--- src/verilog/sga_defines.vh ---
// Constants for the SGMII auto-negotiation ability register bank:
// register addresses, bit positions, masks, reset values, MDIO framing.
// Assumes inclusion by bare name from the register bank and MDIO slave sources.
`ifndef SGA_DEFINES_VH
`define SGA_DEFINES_VH

// ------------------------------------------------------------------
// Register addresses on the management interface
// ------------------------------------------------------------------
`define SGA_REG_ADV        5'h04
`define SGA_REG_PARTNER    5'h05
`define SGA_REG_EXPANSION  5'h06
`define SGA_REG_NP_TX      5'h07

// ------------------------------------------------------------------
// Bit positions
// ------------------------------------------------------------------
`define SGA_BIT_LINK       15
`define SGA_BIT_ACK        14
`define SGA_BIT_DUPLEX     12
`define SGA_BIT_SPD_HI     11
`define SGA_BIT_SPD_LO     10
`define SGA_BIT_NP_ABLE    2
`define SGA_BIT_PAGE_RX    1
`define SGA_BIT_NP_MORE    15
`define SGA_BIT_NP_MSG     13
`define SGA_BIT_NP_ACK2    12
`define SGA_BIT_NP_TOGGLE  11

// ------------------------------------------------------------------
// Speed codes
// ------------------------------------------------------------------
`define SGA_SPD_10M        2'h0
`define SGA_SPD_100M       2'h1
`define SGA_SPD_1G         2'h2
`define SGA_SPD_RSVD       2'h3

// ------------------------------------------------------------------
// Masks and reset values
// ------------------------------------------------------------------
`define SGA_ADV_MAC_VALUE  16'h0000
`define SGA_ABIL_MASK      16'hDC00
`define SGA_ABIL_ONE       16'h0001
`define SGA_ADV_RST        16'h0000
`define SGA_PARTNER_RST    16'h8001
`define SGA_EXP_FIXED      16'h0004
`define SGA_NP_WR_MASK     16'hB7FF
`define SGA_NP_RST         16'h0001

// ------------------------------------------------------------------
// MDIO frame
// ------------------------------------------------------------------
`define SGA_OP_WRITE       2'h1
`define SGA_OP_READ        2'h2
`define SGA_HDR_LAST       5'h0C
`define SGA_DATA_LAST      5'h0F
`define SGA_SKIP_LAST      5'h11

`endif

--- src/verilog/sga_ability_regs.v ---
// SGMII auto-negotiation ability registers 4 to 7 behind an MDIO slave:
// local advertisement, partner ability, expansion, next page transmit.
// Assumes the negotiation logic outside presents received pages and
// next-page sent events as one-cycle pulses on i_clk.
//
// Functional notes
// MAC side: advertisement read-only fixed value
// PHY side: bit 15 writable link state
// PHY side: bit 14 writable acknowledge
// Advertisement bit 13 reads zero, writes dropped
// Bit 12 duplex, writable local, read-only partner
// Bits 11:10 speed field, writable, reset 00
// Partner register read-only, link bit resets one
// Partner bit 14 read-only acknowledge flag
// Expansion bit 2 always reads one
// Page received flag sets, clears on read
// Next page bit 15 writable, more follow
// Bits 13, 12 writable message and comply
// Toggle bit read-only, flips each page sent
// Code field writable, resets to null code
// Next page register reads reset values
// Advertisement also loadable from configuration port
// Reset, lost lock, soft reset restore defaults
// Static input picks MAC or PHY layout
`timescale 1ns/1ps
`include "sga_defines.vh"
module sga_ability_regs #(
    parameter NP_SUPPORT = 0  // Nonzero exposes stored next page contents
) (
    // Clock and reset
    input  wire        i_clk,
    input  wire        i_rst_n,
    input  wire        i_clk_locked,
    input  wire        i_soft_rst,
    // Static configuration
    input  wire        i_phy_mode,
    input  wire [4:0]  i_phy_addr,
    // Optional advertisement configuration port
    input  wire        i_cfg_valid,
    input  wire [15:0] i_cfg_adv,
    // MDIO pins
    input  wire        i_mdc,
    input  wire        i_mdio_in,
    output wire        o_mdio_out,
    output wire        o_mdio_oe_n,
    // Line side from the negotiation function
    input  wire        i_page_valid,
    input  wire [15:0] i_page_word,
    input  wire        i_np_sent,
    // Line side to the negotiation function
    output reg  [15:0] o_adv_word,
    output reg  [15:0] o_np_word,
    // Decoded partner state
    output reg         o_partner_link_up,
    output reg         o_partner_full_duplex,
    output reg  [1:0]  o_partner_speed,
    output wire        o_page_received
);

// ------------------------------------------------------------------
// Combined clear
// ------------------------------------------------------------------
// All three sources are synchronous; a lost lock holds the bank cleared
wire       clr_n = i_rst_n & i_clk_locked & ~i_soft_rst;

// ------------------------------------------------------------------
// Storage
// ------------------------------------------------------------------
reg  [15:0] adv_q;
reg  [15:0] partner_q;
reg  [15:0] np_q;
reg         toggle_q;
wire [4:0]  reg_addr;
wire        rd_req;
wire        wr_stb;
wire [15:0] wr_data;
reg  [15:0] rd_data;
wire        page_flag;

// Keeps only the writable ability bits and forces the always-one bit 0
function [15:0] sga_ability;
    input [15:0] word;
    begin
        sga_ability = (word & `SGA_ABIL_MASK) | `SGA_ABIL_ONE;
    end
endfunction

// True when a write strobe targets the given register
function sga_hit;
    input        stb;
    input [4:0]  addr;
    input [4:0]  target;
    begin
        sga_hit = stb & (addr == target);
    end
endfunction

// ------------------------------------------------------------------
// Management frame slave
// ------------------------------------------------------------------
sga_mdio_slave u_mdio (
    .i_clk       (i_clk),
    .i_rst_n     (clr_n),
    .i_mdc       (i_mdc),
    .i_mdio_in   (i_mdio_in),
    .o_mdio_out  (o_mdio_out),
    .o_mdio_oe_n (o_mdio_oe_n),
    .i_phy_addr  (i_phy_addr),
    .o_reg_addr  (reg_addr),
    .o_rd_req    (rd_req),
    .i_rd_data   (rd_data),
    .o_wr_stb    (wr_stb),
    .o_wr_data   (wr_data)
);

// ------------------------------------------------------------------
// Local advertisement
// ------------------------------------------------------------------
// Only bits 15, 14, 12 and 11:10 are stored; bit 13 never lands.
// The configuration port wins over a management write in the same
// cycle, since it is the board-level source of truth.
// Writes are accepted in MAC mode too but stay invisible there.
always @(posedge i_clk) begin
    if (!clr_n)
        adv_q <= `SGA_ADV_RST;
    else if (i_cfg_valid)
        adv_q <= i_cfg_adv & `SGA_ABIL_MASK;
    else if (sga_hit(wr_stb, reg_addr, `SGA_REG_ADV))
        adv_q <= wr_data & `SGA_ABIL_MASK;
end

// ------------------------------------------------------------------
// Partner ability
// ------------------------------------------------------------------
// Loaded only from received pages; management writes are ignored
always @(posedge i_clk) begin
    if (!clr_n)
        partner_q <= `SGA_PARTNER_RST;
    else if (i_page_valid)
        partner_q <= sga_ability(i_page_word);
end

// ------------------------------------------------------------------
// Expansion: page received flag
// ------------------------------------------------------------------
sga_page_flag u_page_flag (
    .i_clk   (i_clk),
    .i_rst_n (clr_n),
    .i_set   (i_page_valid),
    .i_clr   (rd_req & (reg_addr == `SGA_REG_EXPANSION)),
    .o_flag  (page_flag)
);

assign o_page_received = page_flag;

// ------------------------------------------------------------------
// Next page transmit
// ------------------------------------------------------------------
// The toggle is kept apart from the writable word so that a write can
// never disturb the alternation seen by the partner.
always @(posedge i_clk) begin
    if (!clr_n) begin
        np_q     <= `SGA_NP_RST;
        toggle_q <= 1'b0;
    end else begin
        if (sga_hit(wr_stb, reg_addr, `SGA_REG_NP_TX))
            np_q <= wr_data & `SGA_NP_WR_MASK;
        if (i_np_sent)
            toggle_q <= ~toggle_q;
    end
end

// ------------------------------------------------------------------
// Read multiplexer
// ------------------------------------------------------------------
// Undefined addresses read zero. Without next page support the
// transmit register shows its reset word whatever was written.
always @* begin
    rd_data = 16'h0000;
    case (reg_addr)
        `SGA_REG_ADV: begin
            if (i_phy_mode)
                rd_data = sga_ability(adv_q);
            else
                rd_data = `SGA_ADV_MAC_VALUE;
        end
        `SGA_REG_PARTNER:
            rd_data = partner_q;
        `SGA_REG_EXPANSION: begin
            rd_data = `SGA_EXP_FIXED;
            rd_data[`SGA_BIT_PAGE_RX] = page_flag;
        end
        `SGA_REG_NP_TX: begin
            if (NP_SUPPORT != 0) begin
                rd_data = np_q;
                rd_data[`SGA_BIT_NP_TOGGLE] = toggle_q;
            end else begin
                rd_data = `SGA_NP_RST;
            end
        end
        default: rd_data = 16'h0000;
    endcase
end

// ------------------------------------------------------------------
// Line-side words
// ------------------------------------------------------------------
// Registered so the negotiation function sees a clean word per cycle
always @(posedge i_clk) begin
    if (!clr_n) begin
        o_adv_word <= `SGA_ADV_MAC_VALUE;
        o_np_word  <= `SGA_NP_RST;
    end else begin
        if (i_phy_mode)
            o_adv_word <= sga_ability(adv_q);
        else
            o_adv_word <= `SGA_ADV_MAC_VALUE;
        o_np_word <= np_q;
        o_np_word[`SGA_BIT_NP_TOGGLE] <= toggle_q;
    end
end

// ------------------------------------------------------------------
// Decoded partner state
// ------------------------------------------------------------------
// Speed code 11 is passed through; the consumer treats it as invalid
always @(posedge i_clk) begin
    if (!clr_n) begin
        o_partner_link_up     <= 1'b1;
        o_partner_full_duplex <= 1'b0;
        o_partner_speed       <= `SGA_SPD_10M;
    end else begin
        o_partner_link_up     <= partner_q[`SGA_BIT_LINK];
        o_partner_full_duplex <= partner_q[`SGA_BIT_DUPLEX];
        o_partner_speed       <= partner_q[`SGA_BIT_SPD_HI:
                                           `SGA_BIT_SPD_LO];
    end
end

endmodule // sga_ability_regs

--- src/verilog/sga_mdio_slave.v ---
// MDIO management frame slave: decodes read and write frames for one
// PHY address and turns them into register strobes.
// Assumes MDC is synchronous to i_clk and at most a quarter of its rate.
`timescale 1ns/1ps
`include "sga_defines.vh"
module sga_mdio_slave (
    // Clock and reset
    input  wire        i_clk,
    input  wire        i_rst_n,
    // MDIO pins
    input  wire        i_mdc,
    input  wire        i_mdio_in,
    output reg         o_mdio_out,
    output reg         o_mdio_oe_n,
    input  wire [4:0]  i_phy_addr,
    // Register side
    output reg  [4:0]  o_reg_addr,
    output reg         o_rd_req,
    input  wire [15:0] i_rd_data,
    output reg         o_wr_stb,
    output reg  [15:0] o_wr_data
);

localparam ST_IDLE = 3'h0;
localparam ST_HDR  = 3'h1;
localparam ST_TA   = 3'h2;
localparam ST_RDAT = 3'h3;
localparam ST_WDAT = 3'h4;
localparam ST_SKIP = 3'h5;

reg  [2:0]  state;
reg  [4:0]  cnt;
reg  [15:0] sh;
reg         is_rd;
reg         mdc_q;
wire        mdc_rise = i_mdc & ~mdc_q;
wire [12:0] hdr      = {sh[11:0], i_mdio_in};

// ------------------------------------------------------------------
// Frame sequencer, one step per rising MDC
// ------------------------------------------------------------------
// Preamble is not counted: suppressed preamble is accepted
always @(posedge i_clk) begin
    if (!i_rst_n) begin
        state       <= ST_IDLE;
        cnt         <= 5'h00;
        sh          <= 16'h0000;
        is_rd       <= 1'b0;
        mdc_q       <= 1'b0;
        o_mdio_out  <= 1'b1;
        o_mdio_oe_n <= 1'b1;
        o_reg_addr  <= 5'h00;
        o_rd_req    <= 1'b0;
        o_wr_stb    <= 1'b0;
        o_wr_data   <= 16'h0000;
    end else begin
        mdc_q    <= i_mdc;
        o_rd_req <= 1'b0;
        o_wr_stb <= 1'b0;
        if (o_rd_req)
            sh <= i_rd_data; // Read data lands long before TA ends
        if (mdc_rise) begin
            case (state)
                ST_IDLE: begin
                    if (!i_mdio_in) begin
                        state <= ST_HDR;
                        cnt   <= 5'h00;
                    end
                end
                ST_HDR: begin
                    sh  <= {sh[14:0], i_mdio_in};
                    cnt <= cnt + 5'h01;
                    if (cnt == `SGA_HDR_LAST) begin
                        cnt <= 5'h00;
                        if (hdr[12] && hdr[9:5] == i_phy_addr &&
                            (hdr[11:10] == `SGA_OP_READ ||
                             hdr[11:10] == `SGA_OP_WRITE)) begin
                            state      <= ST_TA;
                            o_reg_addr <= hdr[4:0];
                            is_rd      <= (hdr[11:10] == `SGA_OP_READ);
                            o_rd_req   <= (hdr[11:10] == `SGA_OP_READ);
                        end else begin
                            state <= ST_SKIP;
                        end
                    end
                end
                ST_TA: begin
                    cnt <= 5'h01;
                    if (cnt == 5'h00) begin
                        o_mdio_out  <= 1'b0;
                        o_mdio_oe_n <= ~is_rd;
                    end else begin
                        cnt <= 5'h00;
                        if (is_rd) begin
                            o_mdio_out <= sh[15];
                            sh         <= {sh[14:0], 1'b0};
                            state      <= ST_RDAT;
                        end else begin
                            state <= ST_WDAT;
                        end
                    end
                end
                ST_RDAT: begin
                    cnt <= cnt + 5'h01;
                    if (cnt == `SGA_DATA_LAST) begin
                        o_mdio_out  <= 1'b1;
                        o_mdio_oe_n <= 1'b1;
                        state       <= ST_IDLE;
                    end else begin
                        o_mdio_out <= sh[15];
                        sh         <= {sh[14:0], 1'b0};
                    end
                end
                ST_WDAT: begin
                    sh  <= {sh[14:0], i_mdio_in};
                    cnt <= cnt + 5'h01;
                    if (cnt == `SGA_DATA_LAST) begin
                        o_wr_data <= {sh[14:0], i_mdio_in};
                        o_wr_stb  <= 1'b1;
                        state     <= ST_IDLE;
                    end
                end
                ST_SKIP: begin
                    cnt <= cnt + 5'h01;
                    if (cnt == `SGA_SKIP_LAST)
                        state <= ST_IDLE;
                end
                default: state <= ST_IDLE;
            endcase
        end
    end
end

endmodule // sga_mdio_slave

--- src/verilog/sga_page_flag.v ---
// Sticky event flag: set by hardware, cleared by a read strobe.
// Assumes set and clear are one-cycle pulses on the system clock.
`timescale 1ns/1ps
module sga_page_flag (
    // Clock and reset
    input  wire i_clk,
    input  wire i_rst_n,
    // Events
    input  wire i_set,
    input  wire i_clr,
    // Flag
    output reg  o_flag
);

// ------------------------------------------------------------------
// Flag register
// ------------------------------------------------------------------
// Set wins so a page landing on the clearing read is not lost
always @(posedge i_clk) begin
    if (!i_rst_n)
        o_flag <= 1'b0;
    else if (i_set)
        o_flag <= 1'b1;
    else if (i_clr)
        o_flag <= 1'b0;
end

endmodule // sga_page_flag
--- config.mk ---
export PLATFORM = sky130hd
export DESIGN_NAME = sga_ability_regs
export DESIGN_NICKNAME = d
export VERILOG_FILES = /design/src/verilog/sga_ability_regs.v /design/src/verilog/sga_mdio_slave.v /design/src/verilog/sga_page_flag.v
export VERILOG_INCLUDE_DIRS = /design/src /design/src/verilog
export SDC_FILE = /design/constraint.sdc
export NUM_CORES = 1
export LEC_CHECK = 0
export ABC_AREA = 0
export ABC_CLOCK_PERIOD_IN_PS = 2500
export BUFFER_PORTS_ARGS = -buffer_cell sky130_fd_sc_hd__buf_2
export CAP_MARGIN = 20
export CORE_ASPECT_RATIO = 1.4
export CORE_MARGIN = 4
export CORE_UTILIZATION = 55
export CTS_CLUSTER_DIAMETER = 60
export DETAILED_ROUTE_END_ITERATION = 12
export GPL_ROUTABILITY_DRIVEN = 0
export HOLD_SLACK_MARGIN = 0.02
export MAX_ROUTING_LAYER = met4
export PLACE_DENSITY = 0.79
export SETUP_SLACK_MARGIN = 0.2
export SLEW_MARGIN = 20
export SYNTH_ARGS = -nofsm -noshare
export SYNTH_HDL_FRONTEND = slang
export SYNTH_SLANG_ARGS = --single-unit
--- constraint.sdc ---
create_clock -name i_clk -period 2.5 [get_ports i_clk]
set_input_delay 0.25 -clock i_clk [delete_from_list [all_inputs] [get_ports i_clk]]
set_output_delay 0.25 -clock i_clk [all_outputs]
set_load 0.02 [all_outputs]
==> results of run 1 <==
==> how the worst max path moves through the flow <==
stage	endpoint	cells after the start
4_1_cts	u_mdio.sh[5]$_SDFF_PN0_	7
6_report	u_mdio.sh[5]$_SDFF_PN0_	7
2_1_floorplan	u_mdio.sh[10]$_SDFF_PN0_	8
5_1_grt	u_mdio.sh[5]$_SDFF_PN0_	7
3_5_place_dp	u_mdio.sh[5]$_SDFF_PN0_	7
3_3_place_gp	u_mdio.sh[1]$_SDFF_PN0_	7
==> power groups by stage <==
stage,registers (mW),logic (mW),clock network (mW)
final,1.64,0.142,1.05
after CTS,1.64,0.136,1.06
after floorplan,1.67,0.106,0
after detailed placement,1.67,0.136,0
after global routing,1.64,0.154,1.13
after global placement,1.67,0.134,0
==> kinds of logic after synthesis <==
logic type	Yosys count	synth area share, %
DFF	102	45.74
muxes	28	6.306
AOI/OAI and AO/OA	111	18.75
xor gates and xnor gates	7	1.373
adders and majority gates	5	1.401
and+or+nand+nor	162	19.79
other	1	0.08400
buffers and inverters	49	6.558
==> registers in the layout (all words and copies together), names as in the netlist, 5 cells and up <==
| signal | count |
|---|---|
| adv_q | 5 |
| np_q | 14 |
| o_adv_word | 6 |
| o_np_word | 15 |
| partner_q | 5 |
| u_mdio.cnt | 5 |
| u_mdio.o_reg_addr | 5 |
| u_mdio.o_wr_data | 16 |
| u_mdio.sh | 16 |
==> critical path, stage by stage (launching register included) <==
cell and delay [ns]:
dfxtp_1 0.37, ha_1 0.25, and3_1 0.20, ha_1 0.27, a21o_4 0.28, a211o_4 0.40
o211ai_1 0.22, a21oi_1 0.10
==> per-stage QoR <==
step	hold WS (ns)	setup slack, ns	util, %	cell area (um^2)
2_1_floorplan	0.3717	0.4143	-	4502
3_3_place_gp	0.4294	0.3276	59.60	4676
3_5_place_dp	0.4371	0.2730	59.60	4676
4_1_cts	0.09979	0.2640	62.12	4873
5_1_grt	0.1174	0.2214	62.52	4905
6_report	0.1058	0.2892	62.52	4905
==> cells in the mapped netlist, types with 6 or more instances <==
library cell  number  area share [%]
nand2_1           37             3.1
nor3_1             7            0.78
o31ai_1            6             1.0
nand3_1           14             1.6
o21ai_0           11             1.2
nor2_1            33             2.8
mux2i_1           27             6.1
o211ai_1           6             1.0
xnor2_1            6             1.2
inv_1              8            0.67
clkbuf_1          15             1.3
nand4_1           13             1.8
nor2b_1            7            0.98
buf_4             14             2.4
and3_1             8             1.1
and2_1            19             2.7
dfxtp_1          102              46
a21oi_1           39             4.4
==> per-layer routing <==
layer	track usage, %	part of all wire (%)	up-vias
met3	3.744	5.5	46
met5	-	0	-
met4	13.30	5.6	0
met1	24.13	40	1697
met2	34.67	49	146
li1	-	-	1734
==> timing repair <==
action / 4_1_cts / 5_1_grt
gates resized for setup: 0 / 4
hold buffers: 0 / 0
setup endpoints to repair: 0 / 7
endpoints found under the hold margin: 0 / 0
==> final cells by class <==
cell class | instances | area, um^2
Multi-Input combinational cell | 325 | 2197
Sequential cell | 102 | 2042
Clock buffer | 12 | 145.1
Tap cell | 100 | 125.1
Timing Repair Buffer | 58 | 309.0
Fill cell | 699 | 2940
Inverter | 9 | 33.78
Clock inverter | 4 | 52.55
==> run metrics, run 1 <==
Worst Skew=0.005850 ns; EDFF count, synth=0; Bufs on Longest Clock Path=2; reg2reg end=u_mdio.sh[5]$_SDFF_PN0_; sequential fraction of the synthesis area=45.74%; H-tree lvl count=3; Synth Cell Area=0.004464 mm^2; Wirelength per Cell=16.57 um; Root Driver=clkbuf_8; Via density=5.939; Warnings, synthesis=0; total grt overflow=0; CTS tree=built; Hold Crit Class=in -> reg; width of the die=84.15 um; Post-synth top flop=dfxtp_1; first-pass GRT wire length=16,150 um; internal reg-to-reg setup slack=0.29 ns; CTS clk-pin slew, worst paths=0.09 ns; status=finished, final reports clean; Post-Syn Instances=465; Sw Ratio=23.18%; Critical Path RT=2.75 ns; library cells used by synthesis=69; Post-synth ARST share=0%; CP endpoint kind=flop; reg2reg path depth=7; most frequent cells in the layout=dfxtp_1 (102), buf_2 (52), a21oi_1 (39); # diodes=0; Hold Path Sink=partner_q[15]$_SDFFE_PN1P_; crit path max fanout=8; FMAX=0.4523 GHz; starting density of the core=56.91%; share of layout cells above drive strength 1=21.37%; leakage=1.949 nW; pwr dens=576.7 mW/mm^2; peak supply drop=0.0004040 V; clock latency on the worst-skew pair=0.36 ns; largest net degree at the start of global routing=47; Mean Syn Cell Area=9.601 um^2; WS Path Type=reg -> reg; Area Growth Syn to Fin=9.865%; vias=3,623; clock power share=37.2%; Tightest Pin Transition=0.6912 ns; I/O pin count=86; vias in the first global route=3,414; # rows=38; Finished Layout Cells=610; final setup vio count=0; Worst Hold Depth=3; Detail Route Antenna Nets=0; dpl cells=593; fin crit share=88.43%; Rel. slew slack=53.78%; core area=0.007845 mm^2; Iteration-0 DRC Markers=316; Seq pwr share=57.8%; FF-to-FF Start=u_mdio.cnt[0]$_SDFFE_PN0P_; startpoint types=flop; final hold violation count=0; drt first pass iters=7; CP Launch Point=u_mdio.cnt[0]$_SDFFE_PN0P_; Arr. time, crit path=2.46 ns; net switching power=0.6555 mW; total power=2.828 mW; GRT Total Usage=21.27%; setup_tns=0 ns; startpoint of the worst hold path=i_page_word[15]; clock sink total=102; # DRC=0; minimum clock period=2.211 ns; Die ar.=0.009643 mm^2; Post-CTS Repair Setup Buffers=0; RSZ-0062 raised after global routing=false; Comb pwr share=5.0%; CTS Buf Count=9; Die Ht=114.6 um; max cap viols=0; IO Port Bufs=52; placed wire-length estimate=6739 um; initial antenna violation count=0; commonest non-fill, non-tap cell in the layout=dfxtp_1; Layout Nets=557; Max Slew Vio Count=0; flip-flop and latch count after synthesis=102; Internal=2.173 mW; final wirelength=10,110 um
No activity file was read; power rests on OpenSTA's default activity.
==> run 2, diff against run 1 <==
--- a/config.mk
+++ b/config.mk
@@ -6,7 +6,6 @@
 export SDC_FILE = /design/constraint.sdc
 export NUM_CORES = 1
 export LEC_CHECK = 0
-export ABC_AREA = 0
 export ABC_CLOCK_PERIOD_IN_PS = 2500
 export BUFFER_PORTS_ARGS = -buffer_cell sky130_fd_sc_hd__buf_2
 export CAP_MARGIN = 20
@@ -18,7 +17,7 @@
 export GPL_ROUTABILITY_DRIVEN = 0
 export HOLD_SLACK_MARGIN = 0.02
 export MAX_ROUTING_LAYER = met4
-export PLACE_DENSITY = 0.79
+export PLACE_DENSITY = 0.89
 export SETUP_SLACK_MARGIN = 0.2
 export SLEW_MARGIN = 20
 export SYNTH_ARGS = -nofsm -noshare
==> run 2 against run 1 <==
  * Sequential power about the same
  * Clock skew up 0.011 ns
  * Cell area down 0.41%
  * Utilization down 0.26 points
  * Worst setup slack better by 0.044 ns
  * Critical endpoint is now u_mdio.sh[11]$_SDFF_PN0_
  * Clock power down 9.6%
  * Largest power group unchanged
  * Critical path type unchanged
==> run metrics, run 2 (synthesis results as in run 1) <==
status=finished, final reports clean; commonest non-fill, non-tap cell in the layout=dfxtp_1; Critical Path RT=2.75 ns (about the same); Layout Nets=558 (+0.18%); IO Port Bufs=52 (unchanged); final wirelength=10,050 um (-0.57%); largest net degree at the start of global routing=47 (unchanged); WS Path Type=reg -> reg; final setup vio count=0 (unchanged); Area Growth Syn to Fin=9.417%; share of layout cells above drive strength 1=21.57% (+0.20 points); CTS Buf Count=9 (unchanged); worst path cell trace=ha_1 -> and3_1 -> ha_2 -> a21o_4 -> a211o_2 -> o31ai_2 -> a21oi_1; I/O pin count=86 (unchanged); RSZ-0062 raised after global routing=false; starting density of the core=56.91% (unchanged); final hold violation count=0 (unchanged); drt first pass iters=7 (unchanged); Die Ht=114.6 um (unchanged); leakage=1.939 nW (-0.50%); dpl cells=593 (unchanged); Max stage delay on crit path=0.41 ns (about the same); first-pass GRT wire length=16,230 um (+0.47%); Hold Crit Class=in -> reg; GRT Total Usage=21.50% (+0.23 points); CTS clk-pin slew, worst paths=0.09 ns (about the same); Finished Layout Cells=610 (unchanged); pwr dens=558.1 mW/mm^2 (-3.2%); Arr. time, crit path=2.41 ns (-0.05 ns); setup_tns=0 ns (unchanged); setup ws final=0.3334 ns (+0.04415 ns); biggest regs=u_mdio.o_wr_data: 16 flops, u_mdio.sh: 16 flops, o_np_word: 15 flops; vias in the first global route=3,458 (+1.3%); Rel. slew slack=51.59% (-2.2 points); most frequent cells in the layout=dfxtp_1 (102), buf_2 (52), a21oi_1 (39); clock latency on the worst-skew pair=0.37 ns (about the same); Filler Cells Inserted=630 (-9.9%); peak supply drop=0.0005057 V (+25%); Wirelength per Cell=16.48 um (-0.57%); Die ar.=0.009643 mm^2 (unchanged); crit path max fanout=8 (unchanged); clock sink total=102 (unchanged); H-tree lvl count=3 (unchanged); initial antenna violation count=0 (unchanged); CTS tree=built; Via density=5.946 (+0.11%); Iteration-0 DRC Markers=411 (+30%); CP endpoint kind=flop; dpl ws=0.2455 ns (-0.02750 ns); # diodes=0 (unchanged); fin crit share=86.66% (-1.8 points); Max Slew Vio Count=0 (unchanged); slowest CP cell=a211o_2; width of the die=84.15 um (unchanged); Tightest Pin Transition=0.7239 ns (+0.03274 ns); minimum clock period=2.167 ns (-0.04415 ns); Root Driver=clkbuf_8; placed wire-length estimate=6941 um (+3.0%); total grt overflow=0 (unchanged); # DRC=0 (unchanged); Detail Route Antenna Nets=0 (unchanged); Bufs on Longest Clock Path=2 (unchanged); max cap viols=0 (unchanged); startpoint types=flop; # rows=38 (unchanged); Worst Skew=0.01639 ns (+0.01054 ns); CP Buf/Inv Count=0 (unchanged); critical path's top delay family=compound AO/OA/AOI/OAI gates; vias=3,627 (+0.11%); core area=0.007845 mm^2 (unchanged); FMAX=0.4616 GHz (+2.0%)
==> run 2: cell types whose count changed in the layout (fill, tap and decap cells not counted) <==
| cell | change |
|---|---|
| clkbuf_1 | -1 |
| buf_4 | +1 |
| nor3_1 | +1 |
| clkinv_4 | +1 |
| ha_2 | +1 |
| nor3_2 | -1 |
| bufinv_16 | -1 |
| ha_1 | -1 |
==> run 2: tightest hold or removal path: cells and delay by family <==
kind	cells	cell delay (ns)
buffers and inverters	1	0.08
muxes	1	0.06
and+or+nand+nor	1	0.06
==> run 2: metrics by stage <==
step / util, % / hold slack (ns) / total power, mW / cell area [um^2]
detailed placement: 59.60 / 0.4352 / 1.809 / 4676
finish: 62.26 / 0.1128 / 2.726 / 4885
floorplan: - / 0.3717 / 1.779 / 4502
global placement: 59.60 / 0.4283 / 1.804 / 4676
global route: 62.26 / 0.1150 / 2.818 / 4885
CTS: 61.80 / 0.09973 / 2.732 / 4848
==> run 2: what timing repair did <==
action / in CTS / in global routing
endpoints found under the setup margin: 0 / 16
resized for setup: 0 / 4
setup buffers: 0 / 1
hold buffers: 0 / 0
==> run 2: layout make-up <==
class | count | area, um^2 | share of cell area [%]
Multi-Input combinational cell | 325 | 2195 | 44.93
Sequential cell | 102 | 2042 | 41.80
Timing Repair Buffer | 59 | 316.6 | 6.481
Clock buffer | 11 | 141.4 | 2.894
Tap cell | 100 | 125.1 | 2.561
Inverter | 9 | 33.78 | 0.6916
Clock inverter | 4 | 31.28 | 0.6404
==> run 2: where the power goes <==
part	internal [mW]	switching, mW	total (mW)
combinational	0.0466	0.0953	0.142
sequential	1.63	0.00552	1.64
clock	0.392	0.557	0.949
total	2.07	0.658	2.73
==> run 2: worst paths after layout <==
path                              startpoint                         end  slack (ns)  cells past startpoint
setup / recovery  u_mdio.cnt[0]$_SDFFE_PN0P_    u_mdio.sh[11]$_SDFF_PN0_        0.33                      7
hold reg to reg         np_q[6]$_SDFFE_PN0P_        np_q[6]$_SDFFE_PN0P_        0.45                      2
setup reg to reg  u_mdio.cnt[0]$_SDFFE_PN0P_    u_mdio.sh[11]$_SDFF_PN0_        0.33                      7
hold / removal               i_page_word[15]  partner_q[15]$_SDFFE_PN1P_        0.11                      3
==> run 2: per-layer routing <==
layer  global-route usage, %  up-vias  part of all wire (%)
li1                        -     1732                     -
met1                   23.08     1701                    39
met2                   36.56      149                    50
met3                   4.824       45                   5.4
met4                   11.91        0                   5.2
met5                       -        -                     0
